File: config.mk
export PLATFORM = sky130hd
export DESIGN_NAME = frae_core
export DESIGN_NICKNAME = d
export VERILOG_FILES = /design/src/common/frae_pkg.sv /design/src/hw/frae_decode.sv /design/src/hw/frae_core.sv
export VERILOG_INCLUDE_DIRS = /design/src /design/src/common
export SDC_FILE = /design/constraint.sdc
export NUM_CORES = 1
export LEC_CHECK = 0
export ABC_AREA = 1
export BUFFER_PORTS_ARGS = -buffer_cell sky130_fd_sc_hd__buf_2
export CAP_MARGIN = 0
export CORE_MARGIN = 5
export CORE_UTILIZATION = 39
export CTS_CLUSTER_SIZE = 25
export DETAILED_ROUTE_END_ITERATION = 16
export HOLD_SLACK_MARGIN = 0.03
export PLACE_DENSITY = 0.66
export SLEW_MARGIN = 10
export SYNTH_ARGS = -nofsm -noshare
export SYNTH_HDL_FRONTEND = slang
export SYNTH_HIERARCHICAL = 1
export SYNTH_SLANG_ARGS = --single-unit
File: constraint.sdc
create_clock -name CORE_CLK -period 3.8 [get_ports CORE_CLK]
set_input_delay 0.57 -clock CORE_CLK [delete_from_list [all_inputs] [get_ports CORE_CLK]]
set_output_delay 0.57 -clock CORE_CLK [all_outputs]
set_load 0.02 [all_outputs]
File: src/common/frae_defs.svh
/*
 * Constants for the file-register add/AND execution datapath: instruction
 * field positions, opcodes, widths, flag bit positions and reset values.
 * Assumes it is included by bare name from design files that need them.
 */
`ifndef FRAE_DEFS_SVH
`define FRAE_DEFS_SVH

// Instruction word layout
`define FRAE_WORD_W     14
`define FRAE_OPC_MSB    13
`define FRAE_OPC_LSB    8
`define FRAE_OPC_W      6
`define FRAE_DEST_BIT   7
`define FRAE_IDX_MSB    6
`define FRAE_IDX_LSB    0
`define FRAE_IDX_W      7

// Opcodes
`define FRAE_SUM_OPC    6'h07
`define FRAE_MASK_OPC   6'h05

// Data path widths
`define FRAE_DATA_W     8
`define FRAE_NIB_W      4
`define FRAE_BYTE_MAX   8'hFF
`define FRAE_NIB_MAX    4'hF
`define FRAE_BYTE_ZERO  8'h00

// Flag preload bit positions
`define FRAE_FLAG_W     3
`define FRAE_FLAG_C     0
`define FRAE_FLAG_DC    1
`define FRAE_FLAG_Z     2

// Reset values
`define FRAE_ACC_RST    8'h00
`define FRAE_ADDR_RST   7'h00
`define FRAE_BIT_RST    1'b0

`endif

File: src/common/frae_pkg.sv
/*
 * Types shared by the file-register add/AND execution datapath.
 * Assumes nothing beyond a SystemVerilog compiler.
 */
package frae_pkg;

	// Operation picked by the decoder for the current word
	typedef enum logic [1:0] {
		FRAE_OP_NONE,
		FRAE_OP_SUM,
		FRAE_OP_MASK
	} frae_op_t;

endpackage

File: src/hw/frae_decode.sv
/*
 * Instruction decoder for the two file-register operations.
 * Assumes the word is held stable by fetch while its valid is high.
 */
`timescale 1ns/100ps
`include "frae_defs.svh"
module frae_decode
	import frae_pkg::*;
(
	// Instruction in
	input  wire logic                       instr_valid,
	input  wire logic [`FRAE_WORD_W-1:0]    instr_word,
	// Decoded fields
	output frae_op_t                        op,
	output      logic                       dest_file,
	output      logic [`FRAE_IDX_W-1:0]     idx
);

	wire [`FRAE_OPC_W-1:0] opc;
	wire                   hit_sum;
	wire                   hit_mask;

	assign opc = instr_word[`FRAE_OPC_MSB:`FRAE_OPC_LSB];
	assign hit_sum = instr_valid && (opc == `FRAE_SUM_OPC);
	assign hit_mask = instr_valid && (opc == `FRAE_MASK_OPC);

	// Any other word is not ours and decodes as no operation
	assign op = hit_sum ? FRAE_OP_SUM :
		(hit_mask ? FRAE_OP_MASK : FRAE_OP_NONE);

	assign dest_file = instr_word[`FRAE_DEST_BIT];
	assign idx = instr_word[`FRAE_IDX_MSB:`FRAE_IDX_LSB];

endmodule

File: src/hw/frae_core.sv
/*
 * Execution datapath for the add and AND file-register operations:
 * accumulator, carry, nibble carry and zero flags, and a one-deep
 * write stage toward the data register file with read forwarding.
 * Assumes the register file answers FILE_RADDR combinationally on
 * FILE_RDATA in the same cycle and writes on FILE_WE at the clock.
 */
`timescale 1ns/100ps
`include "frae_defs.svh"
module frae_core
	import frae_pkg::*;
(
	// Clock and reset
	input  wire logic                       CORE_CLK,
	input  wire logic                       RST_N,
	// Instruction from fetch
	input  wire logic                       INSTR_VALID,
	input  wire logic [`FRAE_WORD_W-1:0]    INSTR_WORD,
	// Register file read port
	output      logic [`FRAE_IDX_W-1:0]     FILE_RADDR,
	input  wire logic [`FRAE_DATA_W-1:0]    FILE_RDATA,
	// Register file write port
	output      logic                       FILE_WE,
	output      logic [`FRAE_IDX_W-1:0]     FILE_WADDR,
	output      logic [`FRAE_DATA_W-1:0]    FILE_WDATA,
	// Preload from the rest of the core
	input  wire logic                       ACC_LOAD,
	input  wire logic [`FRAE_DATA_W-1:0]    ACC_LOAD_DATA,
	input  wire logic                       FLAG_LOAD,
	input  wire logic [`FRAE_FLAG_W-1:0]    FLAG_LOAD_DATA,
	// Architectural state
	output      logic [`FRAE_DATA_W-1:0]    ACC,
	output      logic                       CARRY_FLAG,
	output      logic                       NIBBLE_CARRY_FLAG,
	output      logic                       ZERO_FLAG,
	// Completion
	output      logic                       EXEC_DONE
);

	////////////////////////////////////////////////////////////////////
	// Declarations

	frae_op_t                   op;
	logic                       dest_file;
	logic [`FRAE_IDX_W-1:0]     idx;

	logic [`FRAE_DATA_W-1:0]    acc_reg;
	logic [`FRAE_DATA_W-1:0]    acc_next;
	logic                       carry_reg;
	logic                       carry_next;
	logic                       nib_reg;
	logic                       nib_next;
	logic                       zero_reg;
	logic                       zero_next;
	logic                       wr_pend_reg;
	logic [`FRAE_IDX_W-1:0]     wr_addr_reg;
	logic [`FRAE_DATA_W-1:0]    wr_data_reg;
	logic                       done_reg;

	wire                        fwd_hit;
	wire [`FRAE_DATA_W-1:0]     operand;
	wire [`FRAE_DATA_W:0]       sum_wide;
	wire [`FRAE_NIB_W:0]        nib_wide;
	wire [`FRAE_DATA_W-1:0]     mask_res;
	wire [`FRAE_DATA_W-1:0]     result;
	wire                        res_zero;
	wire                        is_sum;
	wire                        is_mask;
	wire                        exec;
	wire                        to_acc;
	wire                        to_file;
	wire [`FRAE_NIB_W-1:0]      acc_low;
	wire [`FRAE_NIB_W-1:0]      opd_low;

	////////////////////////////////////////////////////////////////////
	// Decode

	frae_decode u_decode (
		.instr_valid (INSTR_VALID),
		.instr_word  (INSTR_WORD),
		.op          (op),
		.dest_file   (dest_file),
		.idx         (idx)
	);

	assign is_sum = (op == FRAE_OP_SUM);
	assign is_mask = (op == FRAE_OP_MASK);
	assign exec = is_sum || is_mask;
	assign to_acc = exec && !dest_file;
	assign to_file = exec && dest_file;

	// The register file is read by the raw index field
	assign FILE_RADDR = idx;

	////////////////////////////////////////////////////////////////////
	// Operand fetch
	// The write of the previous word lands only at this clock edge, so a
	// back-to-back word on the same register must see the pending byte.

	assign fwd_hit = wr_pend_reg && (wr_addr_reg == idx);
	assign operand = fwd_hit ? wr_data_reg : FILE_RDATA;

	////////////////////////////////////////////////////////////////////
	// Arithmetic and logic

	assign acc_low = acc_reg[`FRAE_NIB_W-1:0];
	assign opd_low = operand[`FRAE_NIB_W-1:0];

	assign sum_wide = {1'b0, acc_reg} + {1'b0, operand};
	assign nib_wide = {1'b0, acc_low} + {1'b0, opd_low};
	assign mask_res = acc_reg & operand;

	assign result = is_sum ? sum_wide[`FRAE_DATA_W-1:0] : mask_res;
	assign res_zero = (result == `FRAE_BYTE_ZERO);

	////////////////////////////////////////////////////////////////////
	// Next state
	// An executing word owns the accumulator and flags for its cycle; a
	// preload in the same cycle is dropped rather than merged.

	assign acc_next = to_acc ? result :
		(ACC_LOAD && !exec) ? ACC_LOAD_DATA : acc_reg;

	assign carry_next = is_sum ? sum_wide[`FRAE_DATA_W] :
		(FLAG_LOAD && !exec) ? FLAG_LOAD_DATA[`FRAE_FLAG_C] :
		carry_reg;

	assign nib_next = is_sum ? nib_wide[`FRAE_NIB_W] :
		(FLAG_LOAD && !exec) ? FLAG_LOAD_DATA[`FRAE_FLAG_DC] :
		nib_reg;

	assign zero_next = exec ? res_zero :
		FLAG_LOAD ? FLAG_LOAD_DATA[`FRAE_FLAG_Z] : zero_reg;

	////////////////////////////////////////////////////////////////////
	// Registers

	always_ff @(posedge CORE_CLK) begin
		if (!RST_N) begin
			acc_reg <= `FRAE_ACC_RST;
		end else begin
			acc_reg <= acc_next;
		end
	end

	always_ff @(posedge CORE_CLK) begin
		if (!RST_N) begin
			carry_reg <= `FRAE_BIT_RST;
			nib_reg <= `FRAE_BIT_RST;
			zero_reg <= `FRAE_BIT_RST;
		end else begin
			carry_reg <= carry_next;
			nib_reg <= nib_next;
			zero_reg <= zero_next;
		end
	end

	// Write stage: one cycle, no queue, since one word retires per cycle
	always_ff @(posedge CORE_CLK) begin
		if (!RST_N) begin
			wr_pend_reg <= `FRAE_BIT_RST;
			wr_addr_reg <= `FRAE_ADDR_RST;
			wr_data_reg <= `FRAE_ACC_RST;
		end else begin
			wr_pend_reg <= to_file;
			if (to_file) begin
				wr_addr_reg <= idx;
				wr_data_reg <= result;
			end
		end
	end

	always_ff @(posedge CORE_CLK) begin
		if (!RST_N) begin
			done_reg <= `FRAE_BIT_RST;
		end else begin
			done_reg <= exec;
		end
	end

	////////////////////////////////////////////////////////////////////
	// Outputs

	assign ACC = acc_reg;
	assign CARRY_FLAG = carry_reg;
	assign NIBBLE_CARRY_FLAG = nib_reg;
	assign ZERO_FLAG = zero_reg;
	assign FILE_WE = wr_pend_reg;
	assign FILE_WADDR = wr_addr_reg;
	assign FILE_WDATA = wr_data_reg;
	assign EXEC_DONE = done_reg;
endmodule

==> metrics.yaml <==
detail_route.first_pass.iterations: 4
synthCells: 285
vias: 1970
io_buffers: 72
gp_congestion: 0.9702
critPathLaunch: "INSTR_WORD[2]"
ir_drop_mv: 0.1649
antenna_left: 0
fin_worst_skew_ps: 10.28
reg2reg_slack_ps: 940
cp-end-kind: "flop"
p_sw_share_pct: 30.27
hold_violations: 0
ctsHoldBuffers: 0
relSlewSlack_pct: 63.15
worstPathMaxFanout: 7
final_common_cell: "buf_2"
muxShareOfSynthArea_pct: 0
finalCritPeriodShare_pct: 76.29
areaGrowthSynthToFinish_pct: 20.41
cp.required_ps: 4020
crit_top_cell: "nand2_1"
overflow: 0
path_clk_slew_ps: 110
met3_usage_pct: 4.596
root_buffer: "clkbuf_8"
fmax_mhz: 344.9
p_per_area_mw_per_mm2: 277.7
ys_seq_area_share_pct: 29.03
final_cell_mix: "buf_2 (72), nand2_1 (64), inv_1 (42)"
cp_top_family: "simple AND/OR/NAND/NOR gates"
post-route-min-period_ps: 2899
r2r_start: "FILE_WADDR[2]"
start_util_pct: 40.61
grt_usage_pct: 16.79
clock_latency_ps: 280
synth-compound-area-share_pct: 16.92
die_w_um: 80.36
grt_util_met2_pct: 27.07
routedWlPerCell_um: 12.61
grt_setup_unrepaired: "no"
power_switching_mw: 0.1954
crit_path_top_delay_cell: "fa_1"
ys_ff_latch: 28
synth-xor-area-share_pct: 3.176
grt_start_max_net_pins: 19
vias_per_cell: 4.782
antenna_found_initial: 0
synth_area_mm2: 0.001931
seqPwrFrac_pct: 47.8
die_y_um: 80.36
cts_buffers: 3
die_area_mm2: 0.006458
drive_gt1_share_pct: 28.70
io_pins: 73
cp_cell_sequence: "buf_2, xor2_1, nor4_2, nand3_2, nand2_1, o21ai_2, ha_1, fa_1, inv_1, nand2_1, nand2_1, nand2_1, nand2_1, nand2_1, nor2_1, nand2_1, nor2_1, nand3_1, a21oi_2"
worst-endpoint-arrival_ps: 3120
slowest_delay_ps: 390
synth_simple_gate_area_share_pct: 29.81
path_class: "in -> reg"
h-tree-depth: 1
fin_tns_setup_ps: 0
synthAdderAreaFrac_pct: 6.870
synth_warnings: 6
async_flop_share_pct: 0
placed_cell_area_mm2: 0.002270
crit_buf_inv: 2
drv_cap: 0
reg2reg_depth: 18
core-area_mm2: 0.004755
tightest_slew_ps: 552.8
ys_types: 32
grt_use_met1_pct: 21.78
diodes: 0
hold_path.class: "reg -> reg"
p_int_mw: 0.4502
fin_area_mm2: 0.002325
start_kind: "input pin"
cts_tree: "yes"
yosys.area.top_type: "dfxtp_1"
slew_violations: 0
cts_sinks: 28
cts_resized: 0
r2r-end: "ZERO_FLAG"
synth_top_family_by_area: "simple AND/OR/NAND/NOR gates"
fin_cells: 412
wl_um: 5197
syn_area_per_cell_um2: 6.774
rows: 25
place_inst: 408
synthFlopType: "dfxtp_1"
cts_setup_buffers: 0
combPwrFrac_pct: 22.0
hold_path_end: "CARRY_FLAG"
hold_depth: 2
hpwl_um: 4109
hp-start: "CARRY_FLAG"
nets: 394
clockPowerShare_pct: 30.2
synth_nets: 333
synth.area.top_cells: "dfxtp_1 (29%), nand2_1 (12%), inv_1 (8.2%)"
fin_ws_ps: 901.0
synth_top_area_share_pct: 29.03
leakage_nw: 1.269
setup_violations: 0
place_ws_ps: 615.9
grt.busiest_layer: "met2"
drt_iter0_markers: 153
status: "finished, final reports clean"
synth_edf_count: 0
clock_path_buffers: 2
grt_pass1_wl_um: 8562
grt_pass1_vias: 1873
drc: 0
[worst reg2reg max path: stages (launching register included)]
cell	delay [ps]
dfxtp_1	340
xor2_1	170
nor4_2	320
nand3_2	240
nand2_1	150
o21ai_2	60
ha_1	220
fa_1	390
inv_1	70
nand2_1	50
nand2_1	50
nand2_1	40
nand2_1	140
nand2_1	80
nor2_1	100
nand2_1	60
nor2_1	110
nand3_1	90
a21oi_2	130
[power groups by stage]
stage	Clock, mW	Combinational (mW)	Sequential, mW
final	0.195	0.142	0.309
after global routing	0.212	0.160	0.310
after CTS	0.202	0.142	0.309
after detailed placement	0	0.141	0.316
after global placement	0	0.141	0.315
after floorplan	0	0.0894	0.325
[final cells by class]
cell class	instances	area, um2
repair buffers	73	367.9
fillers	515	2430
flip-flops and latches	28	560.5
well taps	67	83.83
clock buffers	4	55.05
inverters	43	161.4
multi-input cells	197	1096
[worst max-delay path by stage]
stage,slack [ps],depth (start not counted),to
after floorplan,800,17,ZERO_FLAG
after global placement,660,19,ZERO_FLAG
after detailed placement,620,17,ZERO_FLAG
after CTS,910,17,ZERO_FLAG
after global routing,620,19,ZERO_FLAG
final,900,19,ZERO_FLAG
[routing by layer]
layer | up-vias | routed length, um
li1 | 1019 | -
met1 | 877 | 2380
met2 | 66 | 2325
met4 | 0 | 73
met5 | - | 0
met3 | 8 | 418
[per-stage QoR]
stage | utilization, % | hold WS (ps) | power, mW
floorplan | - | 540.7 | 0.4144
global placement | 47.74 | 457.7 | 0.4563
detailed placement | 47.74 | 459.8 | 0.4569
CTS | 48.89 | 476.5 | 0.6525
global route | 48.89 | 499.1 | 0.6829
finish | 48.89 | 471.3 | 0.6456
[cell usage after synthesis (2+ instances only)]
| library cell | number |
|---|---|
| nor2_1 | 31 |
| a21oi_1 | 12 |
| nor2_4 | 3 |
| nor3_1 | 3 |
| o21ai_0 | 15 |
| nand3_1 | 16 |
| dfxtp_1 | 28 |
| ha_1 | 9 |
| inv_1 | 42 |
| nand2_2 | 4 |
| o21ai_2 | 8 |
| nand2_1 | 64 |
| xor2_1 | 7 |
| a31oi_1 | 5 |
| o21ai_1 | 2 |
| nand3b_1 | 2 |
| nand3_2 | 2 |
| clkbuf_1 | 5 |
| buf_4 | 11 |
| o211ai_1 | 4 |
[kinds of logic (layout without fill, tap and decap cells)]
group | count (synthesis) | count (layout)
XOR/XNOR | 7 | 7
AO/OA/AOI/OAI | 52 | 52
buffers and inverters | 60 | 120
adder cells (fa/ha/maj) | 10 | 10
AND/OR/NAND/NOR | 128 | 128
flip-flops | 28 | 28
[registers in the layout, summed over array words and instances (netlist names)]
name	flops
ZERO_FLAG	1
CARRY_FLAG	1
FILE_WADDR	7
EXEC_DONE	1
NIBBLE_CARRY_FLAG	1
FILE_WE	1
FILE_WDATA	8
ACC	8
(Power assumes the default switching activity.)
